[config.mk]
export PLATFORM = sky130hd
export DESIGN_NAME = srls_ctrl_end_flat
export DESIGN_NICKNAME = d
export VERILOG_FILES = /design/src/inc/srls_pkg.sv /design/src/inc/srls_link_if.sv /design/src/rtl/srls_ctrl_end.sv /design/src/rtl/srls_uart_rx.sv /design/src/flat_wrapper.sv
export SDC_FILE = /design/constraint.sdc
export NUM_CORES = 1
export LEC_CHECK = 0
export BUFFER_PORTS_ARGS = -buffer_cell sky130_fd_sc_hd__buf_4
export CAP_MARGIN = 20
export CORE_MARGIN = 2
export CORE_UTILIZATION = 30
export CTS_BUF_LIST = sky130_fd_sc_hd__clkbuf_4 sky130_fd_sc_hd__clkbuf_8
export DETAILED_ROUTE_END_ITERATION = 7
export PLACE_DENSITY = 0.42
export SETUP_SLACK_MARGIN = 0.1
export SLEW_MARGIN = 15
export SYNTH_ARGS = -nofsm -noshare
export SYNTH_HDL_FRONTEND = slang
export SYNTH_SLANG_ARGS = --single-unit
[constraint.sdc]
create_clock -name sys_clk -period 10.4 [get_ports sys_clk]
set_clock_uncertainty 0.15 [all_clocks]
set_input_delay 2.08 -clock sys_clk [delete_from_list [all_inputs] [get_ports sys_clk]]
set_output_delay 2.08 -clock sys_clk [all_outputs]
set_load 0.03 [all_outputs]
[src/inc/srls_pkg.sv]
// shared constants and types for the sensor radio link sequencer
// ****************************************************************
// Overview of operation
// - controller raises receiver and radio enable first
// - synthesizer loaded as two strobed 11-bit groups
// - controller waits a fixed 5 ms for lock
// - transmit: drop receiver enable, raise transmitter enable
// - wait 100 us settling before serial data
// - transmit bytes only after settling wait ends
// - transmit end drops radio and transmitter enable
// - receive: enables, wait 100 us, program, lock
// - radio discards stale uart bytes until lock
// - radio delivers bytes; controller then drops enables
// - serial exchange runs at 57600 baud
// - message transfer limited to 8 ms (transmit has no timer, only the msgLen check)
// - frame: start, 8 data lsb first, parity, stop
// - radio enables are active high
// ****************************************************************
package srls_pkg;
  localparam int CLK_HZ = 50000000;
  localparam int BAUD = 57600;
  localparam int BAUD_DIV = CLK_HZ / BAUD;
  localparam int LOCK_WAIT_US = 5000;
  localparam int SETTLE_US = 100;
  localparam int MSG_LIMIT_US = 8000;
  localparam int CYC_PER_US = CLK_HZ / 1000000;
  localparam int LOCK_CYC = LOCK_WAIT_US * CYC_PER_US;
  localparam int SETTLE_CYC = SETTLE_US * CYC_PER_US;
  localparam int MSG_LIMIT_CYC = MSG_LIMIT_US * CYC_PER_US;
  localparam int FRAME_BITS = 11;
  localparam int SYN_GROUP_BITS = 11;
  localparam int SYN_WORD_BITS = 22;
  localparam int SYN_HALF_DIV = 25;
  localparam int TIMER_W = 24;
  localparam logic PARITY_ODD = 1'b0;
  localparam int FRAME_CYC = FRAME_BITS * BAUD_DIV;
  localparam int MAX_MSG_BYTES = MSG_LIMIT_CYC / FRAME_CYC;
  typedef logic [7:0] srls_byte_t;
endpackage

[src/inc/srls_link_if.sv]
// pin bundle between controller and radio
`timescale 1ns/1ps
interface srls_link_if;
  logic radioEnable;
  logic receiverEnable;
  logic transmitterEnable;
  logic synthShiftClock;
  logic synthSerialBits;
  logic synthLoadStrobe;
  logic radioTxSerialIn;
  logic radioRxSerialOut;
  modport ctrl (
    output radioEnable,
    output receiverEnable,
    output transmitterEnable,
    output synthShiftClock,
    output synthSerialBits,
    output synthLoadStrobe,
    output radioTxSerialIn,
    input radioRxSerialOut
  );
  modport radio (
    input radioEnable,
    input receiverEnable,
    input transmitterEnable,
    input synthShiftClock,
    input synthSerialBits,
    input synthLoadStrobe,
    input radioTxSerialIn,
    output radioRxSerialOut
  );
endinterface

[src/rtl/srls_ctrl_end.sv]
// controller end: sequences enables, synthesizer load, settle, serial bytes
`timescale 1ns/1ps
module srls_ctrl_end
  import srls_pkg::*;
(
  input wire logic sys_clk,
  input wire logic reset,
  srls_link_if.ctrl link,
  input wire logic startTx,
  input wire logic startRx,
  input wire logic [21:0] synthCfg,
  input wire logic [7:0] msgLen,
  input wire srls_pkg::srls_byte_t txData,
  input wire logic txValid,
  output logic txReady,
  output srls_pkg::srls_byte_t rxData,
  output logic rxErr,
  output logic rxValid,
  input wire logic rxReady,
  output logic busy,
  output logic lenError
);
  import srls_pkg::*;
  // ****************************************************************
  // sequencer
  // ****************************************************************
  typedef enum logic [3:0] {
    C_IDLE = 4'b0000, C_PREWAIT = 4'b0001, C_SHIFT = 4'b0010, C_STROBE = 4'b0011,
    C_LOCK = 4'b0100, C_SWITCH = 4'b0101, C_DATA = 4'b0110, C_DONE = 4'b0111
  } srls_ctrl_e;
  srls_ctrl_e st_q, st_d;
  logic isTx_q, isTx_d, rfOn_q, rfOn_d, rcvOn_q, rcvOn_d, xmtOn_q, xmtOn_d;
  logic sClk_q, sClk_d, sDat_q, sDat_d, sStb_q, sStb_d, grp_q, grp_d;
  logic [TIMER_W-1:0] tmr_q, tmr_d;
  logic [4:0] sbit_q, sbit_d;
  logic [5:0] div_q, div_d;
  logic [21:0] cfg_q, cfg_d;
  logic [7:0] left_q, left_d;
  logic lenErr_q, lenErr_d;
  logic txGo, txBusy, txDone;
  logic [3:0] tbit_q, tbit_d;
  logic [15:0] baud_q, baud_d;
  logic [10:0] frame_q, frame_d;
  logic line_q, line_d, tBusy_q, tBusy_d;
  logic rValid, rAccept;
  always_comb
  begin
    st_d = st_q;
    isTx_d = isTx_q;
    rfOn_d = rfOn_q;
    rcvOn_d = rcvOn_q;
    xmtOn_d = xmtOn_q;
    sClk_d = sClk_q;
    sDat_d = sDat_q;
    sStb_d = 1'b0;
    grp_d = grp_q;
    tmr_d = (tmr_q != '0) ? tmr_q - 1'b1 : tmr_q;
    sbit_d = sbit_q;
    div_d = div_q;
    cfg_d = cfg_q;
    left_d = left_q;
    lenErr_d = lenErr_q;
    txGo = 1'b0;
    unique case (st_q)
      C_IDLE:
      begin
        if (startTx || startRx)
        begin
          isTx_d = startTx;
          lenErr_d = 1'b0;
          if (startTx && msgLen > 8'(MAX_MSG_BYTES))
            lenErr_d = 1'b1;
          else
          begin
            rfOn_d = 1'b1;
            rcvOn_d = 1'b1;
            cfg_d = synthCfg;
            left_d = msgLen;
            tmr_d = startTx ? '0 : TIMER_W'(SETTLE_CYC);
            grp_d = 1'b0;
            st_d = C_PREWAIT;
          end
        end
      end
      C_PREWAIT:
        if (tmr_q == '0)
        begin
          st_d = C_SHIFT;
          sbit_d = '0;
          div_d = '0;
        end
      C_SHIFT:
      begin
        div_d = div_q + 6'h01;
        if (div_q == 6'(SYN_HALF_DIV - 1))
        begin
          sDat_d = cfg_q[SYN_WORD_BITS - 1];
          sClk_d = 1'b0;
        end
        else if (div_q == 6'(2 * SYN_HALF_DIV - 1))
        begin
          div_d = '0;
          sClk_d = 1'b1;
          cfg_d = {cfg_q[20:0], 1'b0};
          sbit_d = sbit_q + 5'h01;
          if (sbit_q == 5'(SYN_GROUP_BITS - 1))
            st_d = C_STROBE;
        end
      end
      C_STROBE:
      begin
        sClk_d = 1'b0;
        sStb_d = 1'b1;
        grp_d = 1'b1;
        sbit_d = '0;
        div_d = '0;
        st_d = grp_q ? C_LOCK : C_SHIFT;
        tmr_d = TIMER_W'(LOCK_CYC);
      end
      C_LOCK:
        if (tmr_q == '0)
        begin
          rcvOn_d = !isTx_q;
          xmtOn_d = isTx_q;
          tmr_d = TIMER_W'(SETTLE_CYC);
          st_d = C_SWITCH;
        end
      C_SWITCH:
        if (tmr_q == '0)
        begin
          st_d = C_DATA;
          tmr_d = TIMER_W'(MSG_LIMIT_CYC);
        end
      C_DATA:
      begin
        if (isTx_q)
        begin
          if (txValid && !tBusy_q && left_q != '0)
          begin
            txGo = 1'b1;
            left_d = left_q - 8'h01;
          end
          if (left_q == '0 && !tBusy_q)
            st_d = C_DONE;
        end
        else if ((rAccept && left_q == 8'h01) || tmr_q == '0 || left_q == '0)
          st_d = C_DONE;
        if (!isTx_q && rAccept)
          left_d = left_q - 8'h01;
      end
      C_DONE:
      begin
        rfOn_d = 1'b0;
        xmtOn_d = 1'b0;
        rcvOn_d = 1'b0;
        st_d = C_IDLE;
      end
      default:
        st_d = C_IDLE;
    endcase
  end
  // ****************************************************************
  // serial transmitter
  // ****************************************************************
  always_comb
  begin
    baud_d = baud_q;
    tbit_d = tbit_q;
    frame_d = frame_q;
    line_d = line_q;
    tBusy_d = tBusy_q;
    if (txGo)
    begin
      tBusy_d = 1'b1;
      frame_d = {1'b1, (^txData) ^ PARITY_ODD, txData, 1'b0};
      tbit_d = '0;
      baud_d = '0;
      line_d = 1'b0;
    end
    else if (tBusy_q)
    begin
      if (baud_q != 16'(BAUD_DIV - 1))
        baud_d = baud_q + 16'h0001;
      else
      begin
        baud_d = '0;
        tbit_d = tbit_q + 4'h1;
        if (tbit_q == 4'(FRAME_BITS - 1))
        begin
          tBusy_d = 1'b0;
          line_d = 1'b1;
        end
        else
          line_d = frame_q[tbit_q + 4'h1];
      end
    end
  end
  assign txReady = txGo;
  always_ff @(posedge sys_clk or posedge reset)
  begin
    if (reset)
    begin
      st_q <= C_IDLE;
      isTx_q <= 1'b0;
      rfOn_q <= 1'b0;
      rcvOn_q <= 1'b0;
      xmtOn_q <= 1'b0;
      sClk_q <= 1'b0;
      sDat_q <= 1'b0;
      sStb_q <= 1'b0;
      grp_q <= 1'b0;
      tmr_q <= '0;
      sbit_q <= '0;
      div_q <= '0;
      cfg_q <= '0;
      left_q <= '0;
      lenErr_q <= 1'b0;
      baud_q <= '0;
      tbit_q <= '0;
      frame_q <= '0;
      line_q <= 1'b1;
      tBusy_q <= 1'b0;
    end
    else
    begin
      st_q <= st_d;
      isTx_q <= isTx_d;
      rfOn_q <= rfOn_d;
      rcvOn_q <= rcvOn_d;
      xmtOn_q <= xmtOn_d;
      sClk_q <= sClk_d;
      sDat_q <= sDat_d;
      sStb_q <= sStb_d;
      grp_q <= grp_d;
      tmr_q <= tmr_d;
      sbit_q <= sbit_d;
      div_q <= div_d;
      cfg_q <= cfg_d;
      left_q <= left_d;
      lenErr_q <= lenErr_d;
      baud_q <= baud_d;
      tbit_q <= tbit_d;
      frame_q <= frame_d;
      line_q <= line_d;
      tBusy_q <= tBusy_d;
    end
  end
  assign link.radioEnable = rfOn_q;
  assign link.receiverEnable = rcvOn_q;
  assign link.transmitterEnable = xmtOn_q;
  assign link.synthShiftClock = sClk_q;
  assign link.synthSerialBits = sDat_q;
  assign link.synthLoadStrobe = sStb_q;
  assign link.radioTxSerialIn = line_q;
  assign busy = st_q != C_IDLE;
  assign lenError = lenErr_q;
  // ****************************************************************
  // serial receiver
  // ****************************************************************
  assign rAccept = rValid && rxReady && st_q == C_DATA && !isTx_q;
  assign rxValid = rValid && st_q == C_DATA && !isTx_q;
  srls_uart_rx uRx (
    .sys_clk(sys_clk),
    .reset(reset),
    .enable(rfOn_q && rcvOn_q && st_q == C_DATA),
    .serialIn(link.radioRxSerialOut),
    .outData(rxData),
    .outErr(rxErr),
    .outValid(rValid),
    .outReady(rxReady || isTx_q)
  );
endmodule

[src/rtl/srls_uart_rx.sv]
// serial receiver with parity and stop check, two-entry output buffer
`timescale 1ns/1ps
module srls_uart_rx
  import srls_pkg::*;
(
  input wire logic sys_clk,
  input wire logic reset,
  input wire logic enable,
  input wire logic serialIn,
  output srls_pkg::srls_byte_t outData,
  output logic outErr,
  output logic outValid,
  input wire logic outReady
);
  import srls_pkg::*;
  typedef enum logic [1:0] {S_IDLE = 2'b00, S_BITS = 2'b01} srls_rx_e;
  srls_rx_e state_q, state_d;
  logic sync1_q, sync2_q;
  logic [15:0] cnt_q, cnt_d;
  logic [3:0] bit_q, bit_d;
  logic [9:0] shf_q, shf_d;
  logic push;
  logic [8:0] pushWord;
  logic [8:0] buf_q [2];
  logic [8:0] buf_d [2];
  logic [1:0] fill_q, fill_d;
  always_ff @(posedge sys_clk or posedge reset)
  begin
    if (reset)
    begin
      sync1_q <= 1'b1;
      sync2_q <= 1'b1;
    end
    else
    begin
      sync1_q <= serialIn;
      sync2_q <= sync1_q;
    end
  end
  always_comb
  begin
    state_d = state_q;
    cnt_d = cnt_q;
    bit_d = bit_q;
    shf_d = shf_q;
    push = 1'b0;
    pushWord = '0;
    unique case (state_q)
      S_IDLE:
      begin
        if (enable && !sync2_q)
        begin
          state_d = S_BITS;
          cnt_d = 16'(BAUD_DIV / 2);
          bit_d = '0;
        end
      end
      S_BITS:
      begin
        if (cnt_q != 16'h0000)
          cnt_d = cnt_q - 16'h0001;
        else
        begin
          cnt_d = 16'(BAUD_DIV - 1);
          bit_d = bit_q + 4'h1;
          if (bit_q == 4'h0)
          begin
            if (sync2_q)
              state_d = S_IDLE;
          end
          else if (bit_q == 4'(FRAME_BITS - 1))
          begin
            state_d = S_IDLE;
            push = 1'b1;
            pushWord = {(sync2_q != 1'b1) || ((^shf_q[9:1]) != PARITY_ODD),
              shf_q[8:1]};
          end
          else
            shf_d = {sync2_q, shf_q[9:1]};
        end
      end
    endcase
  end
  // two-entry buffer: words drop only when full; no back-pressure reaches the sender
  always_comb
  begin
    fill_d = fill_q;
    buf_d = buf_q;
    if (outValid && outReady)
    begin
      buf_d[0] = buf_q[1];
      fill_d = fill_q - 2'h1;
    end
    if (push && (fill_d != 2'h2))
    begin
      buf_d[fill_d[0]] = pushWord;
      fill_d = fill_d + 2'h1;
    end
  end
  assign outValid = fill_q != 2'h0;
  assign outData = buf_q[0][7:0];
  assign outErr = buf_q[0][8];
  always_ff @(posedge sys_clk or posedge reset)
  begin
    if (reset)
    begin
      state_q <= S_IDLE;
      cnt_q <= '0;
      bit_q <= '0;
      shf_q <= '0;
      fill_q <= '0;
      buf_q[0] <= '0;
      buf_q[1] <= '0;
    end
    else
    begin
      state_q <= state_d;
      cnt_q <= cnt_d;
      bit_q <= bit_d;
      shf_q <= shf_d;
      fill_q <= fill_d;
      buf_q <= buf_d;
    end
  end
endmodule

[src/flat_wrapper.sv]
// flat-port wrapper written by rule: the top's interface ports become plain ports
module srls_ctrl_end_flat import srls_pkg::*;
  (sys_clk, reset, startTx, startRx, synthCfg, msgLen, txData, txValid, txReady, rxData, rxErr, rxValid, rxReady, busy, lenError, link_radioEnable, link_receiverEnable, link_transmitterEnable, link_synthShiftClock, link_synthSerialBits, link_synthLoadStrobe, link_radioTxSerialIn, link_radioRxSerialOut);
  srls_link_if link_i ();
  input wire logic sys_clk;
  input wire logic reset;
  input wire logic startTx;
  input wire logic startRx;
  input wire logic [21:0] synthCfg;
  input wire logic [7:0] msgLen;
  input wire srls_pkg::srls_byte_t txData;
  input wire logic txValid;
  output logic txReady;
  output srls_pkg::srls_byte_t rxData;
  output logic rxErr;
  output logic rxValid;
  input wire logic rxReady;
  output logic busy;
  output logic lenError;
  output wire logic [$bits(link_i.radioEnable)-1:0] link_radioEnable;
  output wire logic [$bits(link_i.receiverEnable)-1:0] link_receiverEnable;
  output wire logic [$bits(link_i.transmitterEnable)-1:0] link_transmitterEnable;
  output wire logic [$bits(link_i.synthShiftClock)-1:0] link_synthShiftClock;
  output wire logic [$bits(link_i.synthSerialBits)-1:0] link_synthSerialBits;
  output wire logic [$bits(link_i.synthLoadStrobe)-1:0] link_synthLoadStrobe;
  output wire logic [$bits(link_i.radioTxSerialIn)-1:0] link_radioTxSerialIn;
  input wire logic [$bits(link_i.radioRxSerialOut)-1:0] link_radioRxSerialOut;
  assign link_radioEnable = link_i.radioEnable;
  assign link_receiverEnable = link_i.receiverEnable;
  assign link_transmitterEnable = link_i.transmitterEnable;
  assign link_synthShiftClock = link_i.synthShiftClock;
  assign link_synthSerialBits = link_i.synthSerialBits;
  assign link_synthLoadStrobe = link_i.synthLoadStrobe;
  assign link_radioTxSerialIn = link_i.radioTxSerialIn;
  assign link_i.radioRxSerialOut = link_radioRxSerialOut;
  srls_ctrl_end u_core (.sys_clk(sys_clk), .reset(reset), .link(link_i), .startTx(startTx), .startRx(startRx), .synthCfg(synthCfg), .msgLen(msgLen), .txData(txData), .txValid(txValid), .txReady(txReady), .rxData(rxData), .rxErr(rxErr), .rxValid(rxValid), .rxReady(rxReady), .busy(busy), .lenError(lenError));
endmodule
Word level (Yosys, flattened, before mapping)
Cells that the tools add are included.
{"block": "classes", "eq_ne": 34, "muxes": 100, "n_bitwise": 5, "n_reduce_logical": 62, "shift": 0, "n_lt_le_gt_ge": 4, "mul": 0, "addsub": 10, "div": 0}
{"op": "$mux 24", "count": 5}
{"op": "$pmux 24 s4", "count": 1}
{"op": "$mux 22", "count": 4}
{"op": "$mux 16", "count": 5}
{"op": "$mux 4", "count": 16}
{"op": "$mux 9", "count": 6}
{"op": "$pmux 22 s2", "count": 1}
{"op": "$mux 8", "count": 5}
{"op": "$pmux 16 s2", "count": 1}
{"op": "$pmux 4 s7", "count": 1}
{"op": "$mux 1", "count": 26}
{"op": "$logic_not 24->1", "count": 1}
{"op": "$reduce_bool 24->1", "count": 1}
{"op": "$sub 24x1->24 const B", "count": 1}
{"op": "$bwmux 18", "count": 1}
{"op": "$mux 18", "count": 1}
{"op": "$mux 6", "count": 3}
{"op": "$pmux 6 s3", "count": 1}
{"op": "$logic_and 1x1->1", "count": 17}
{"op": "$add 16x1->16 const B", "count": 1}
{"op": "$eq 4x3->1 const B", "count": 4}
{"op": "$ne 16x10->1 const B", "count": 1}
{"op": "$pmux 8 s2", "count": 1}
{"op": "$reduce_and 4->1", "count": 4}
{"op": "other kinds (52)", "count": 107}
{"block": "word_totals", "mem_bits_ro": 0, "out_inout_bits": 20, "register_bits": 164, "mem_bits_rw": 0, "latch_bits": 0, "mem_count": 0}

Logic depth before layout (Yosys ltp)
{"block": "depth", "word_depth": 10, "depth_mapped": 16}

Hierarchy
Synthesis repeated with hierarchy kept, for this count alone.
{"block": "unflattened", "hier_cells": 968, "hier_area_um2": 8872.3}
{"module": "srls_ctrl_end", "cells_per_inst": 704, "area_per_inst_um2": 6148.4, "n_inst": 1}
{"module": "srls_uart_rx", "cells_per_inst": 264, "area_per_inst_um2": 2723.9, "n_inst": 1}

Least setup slack after synthesis
No wires, ideal clock.
{"block": "synth_timing", "path_kind": "in2out", "start": "input txValid", "end": "output txReady", "setup_slack_ps": 5036, "path_buffers": 2, "required_ps": 8170, "arrival_ps": 3134, "cell_stages": 5, "cell_sequence": "and3b_1 > o211ai_1 > clkbuf_1 > inv_1 > buf_1"}
{"block": "synth_via", "elab_chain_len": 5}
{"element": "start: declaration", "line": "flat_wrapper.sv:12", "rtl": "input wire logic txValid;"}
{"element": "$logic_and 1x1->1 (2 in a row)", "line": "srls_ctrl_end.sv:138", "rtl": "if (txValid && !tBusy_q && left_q != '0)"}
{"element": "$mux 1", "line": "srls_ctrl_end.sv:138"}
{"element": "$mux 1", "line": "srls_ctrl_end.sv:136", "rtl": "if (isTx_q)"}
{"element": "$mux 1", "line": "srls_ctrl_end.sv:64", "rtl": "unique case (st_q)"}
{"element": "end: declaration", "line": "flat_wrapper.sv:13", "rtl": "output logic txReady;"}
No other way between the ends.

Worst setup path in the final report
Ends and elaborated chain as after synthesis.

==> results.cfg <==
[critical_path]
cp-startpoint = txValid
cp.required_ns = 8.17
crit_path_max_fanout = 20
crit_arrival_ns = 3.24
cp.buffers_inverters = 4
cp_common_cell = buf_4
setup.worst_path.end_class = output pin
r2r_start = u_core.isTx_q
crit_type = input port to output pin
crit_path_max_incr_delay_ns = 0.34
crit_slowest_cell = inv_1
start_kind = input port
crit_family = buffers and inverters
path_cells = buf_4 -> and3b_1 -> o211ai_1 -> buf_4 -> inv_1 -> buf_4

[yosys]
yosysWarnings = 0
synthTopCellsByCount = 158 x dfrtp_1, 115 x nor2_1, 107 x nand2_1, 71 x o21ai_0, 68 x a21oi_1
synth_edf_count = 0
synth_area_leaders = dfrtp_1 46%, nor2_1 5.1%, nand2_1 4.7%
synth_most_common_cell = dfrtp_1
synth_cell_types = 69
synthArstFlopShare_pct = 100
synth_flop_cell = dfrtp_1
synth.net_count = 990
syn-cell-area_um2 = 8500
synthDominantCellAreaShare_pct = 46.5
yosysTopAreaCell = dfrtp_1
avgSynthCellArea_um2 = 9.19
ys_seq_elements = 161
seq_area_frac_synth_pct = 47.4
syn_inst = 925

[clock_network]
htreeDepth = 4
cts_buffers = 17
cts-resized-gates = 0
clockRootBuffer = clkbuf_8
post_cts_buffers = 0
cts_tree = done
cts.clk_slew.worst_paths_ns = 0.10
holdBufCountCts = 0
clock-sinks = 161
clk_latency_ns = 0.47
clk_path_buf_depth = 2

[timing]
hold_viol = 0
fin_setup_tns_ns = 0
fin_crit_sh_pct = 52.6
fin_ws_ns = 4.93
setup_viol = 0
max-slew-margin-rel_pct = 30.6
fmax_ghz = 0.183
rsz0062_at_grt = no
worst_pin_slew_ns = 1.02
period_minus_slack_ns = 5.47
fin_worst_hold_slack_ns = 0.211
slew_viol_final = 0

[power_and_ir_drop]
internal_power_mw = 1.39
combinationalPowerShare_pct = 38.9
seqPwrFrac_pct = 39.2
switching_power_mw = 0.970
switching_share_pct = 41.2
power_density_nw_per_um2 = 241
clkPwrFrac_pct = 21.9
p_leak_nw = 4.34
ir_drop_mv = 0.0786
power.total_mw = 2.36

[min_path]
hold_path.class = flop to flop
worstHoldStart = u_core.uRx.sync1_q

[grt]
grt_antenna_before_repair = 0
grtUsageTotal_pct = 15.6
grt_max_degree = 94
first_global_vias = 6688
grt-ovfl-total = 0
grt_first_pass_wirelength_um = 36200

[floorplanning]
die_x_um = 172
initial_core_util_pct = 30.5
die_area_um2 = 29700
io_pins = 65
row_count = 61
core_um2 = 27900
die-height_um = 172

[finish]
multi_input_area_um2 = 4110
ff_latch_area_um2 = 4030
area_growth_pct = 15.1
final_core_util_pct = 35.1
post-route-cell-area_um2 = 9790
final_cells = 1366
drive_gt1_share_pct = 15.2
num_antenna_cells = 0
layout.nets = 1040
fillCellCount = 2873

[placed_design]
dpl_cell_area_um2 = 9350
dp.cells = 1333
gp_congestion = 0.749
io_buffers = 64
dp_hpwl_um = 14800
dp_slack_ns = 4.92

[detailed_routing]
drt-total-wl_um = 21700
drcViolationCount = 0
dr.pass1.iters = 5
vias = 6658
vias_per_cell = 4.87
antenna_left = 0
routedWlPerCell_um = 15.9
drt-initial-drc-count = 513

[flow_run]
maxCapViolCount = 0

[status]
status = finished clean
## placed cells by master, fill, tap and decap left out, types with 15 or more instances in the layout
| cell | n |
|---|---|
| ha_1 | 20 |
| clkbuf_8 | 18 |
| mux2i_1 | 24 |
| nor3_1 | 27 |
| inv_1 | 42 |
| nor4_1 | 15 |
| a21oi_1 | 68 |
| buf_4 | 76 |
| o21ai_0 | 71 |
| nor2_1 | 115 |
| xnor2_1 | 35 |
| dfrtp_1 | 158 |
| nand3_1 | 21 |
| xor2_1 | 17 |
| nand2_1 | 107 |
## path summary, 6_finish.rpt
check / cells after the start / slack, ns / to
max reg2reg: 10 / 6.52 / flop
min reg2reg: 0 / 0.21 / u_core.uRx.sync2_q
min in group asynchronous: 2 / 1.61 / u_core.cfg_q[15]
min: 0 / 0.21 / u_core.uRx.sync2_q
max: 6 / 4.93 / txReady
max in group asynchronous: 3 / 7.03 / u_core.tbit_q[0]
## registers in the layout (all words and copies together), names as in the netlist, 5 cells and up, named ones only
register,cells
u_core.cfg_q,22
u_core.left_q,8
u_core.uRx.shf_q,9
u_core.frame_q,10
u_core.uRx.outData,8
u_core.baud_q,16
u_core.div_q,6
u_core.uRx.cnt_q,16
u_core.sbit_q,5
u_core.tmr_q,24
## final cells by class
cell class | instances | area share, %
multi-input combinational | 675 | 42.0
sequential | 161 | 41.2
timing repair buffer | 77 | 5.88
tap | 378 | 4.83
clock buffer | 19 | 2.61
clock inverter | 13 | 1.80
inverter | 43 | 1.70
## cell families (layout without fill, tap and decap cells)
kind of cell,count (synthesis),in the layout,synth area share [%]
flip-flops,161,161,47.4
AND/OR/NAND/NOR,351,351,19.7
AO/OA/AOI/OAI,214,214,15.4
buffers and inverters,89,152,4.38
adder cells (fa/ha/maj),20,20,2.94
XOR/XNOR,52,52,5.36
multiplexers,38,38,4.81
## worst register-to-register path, stage by stage, from the launching register on
cell	delay (ns)
dfrtp_1	0.57
o21bai_2	0.74
xnor2_1	0.22
ha_1	0.24
or3_1	0.36
nor3_1	0.35
ha_1	0.41
nor3b_1	0.20
and3_1	0.35
inv_1	0.07
o22ai_1	0.12
## power groups by stage
stage / clock network, mW / logic (mW) / registers, mW
finish: 0.517 / 0.917 / 0.923
global route: 0.565 / 1.04 / 0.949
floorplan: 0 / 0.705 / 0.896
global placement: 0 / 0.922 / 0.940
detailed placement: 0 / 0.929 / 0.936
CTS: 0.539 / 0.932 / 0.924
## metal layers
layer	global-route usage [%]	vias up	routed length (µm)
met5	0	-	0
met1	21.5	3213	10700
li1	-	3346	-
met4	4.79	0	386
met2	24.7	75	9960
met3	3.20	24	610
(Power assumes the default switching activity.)
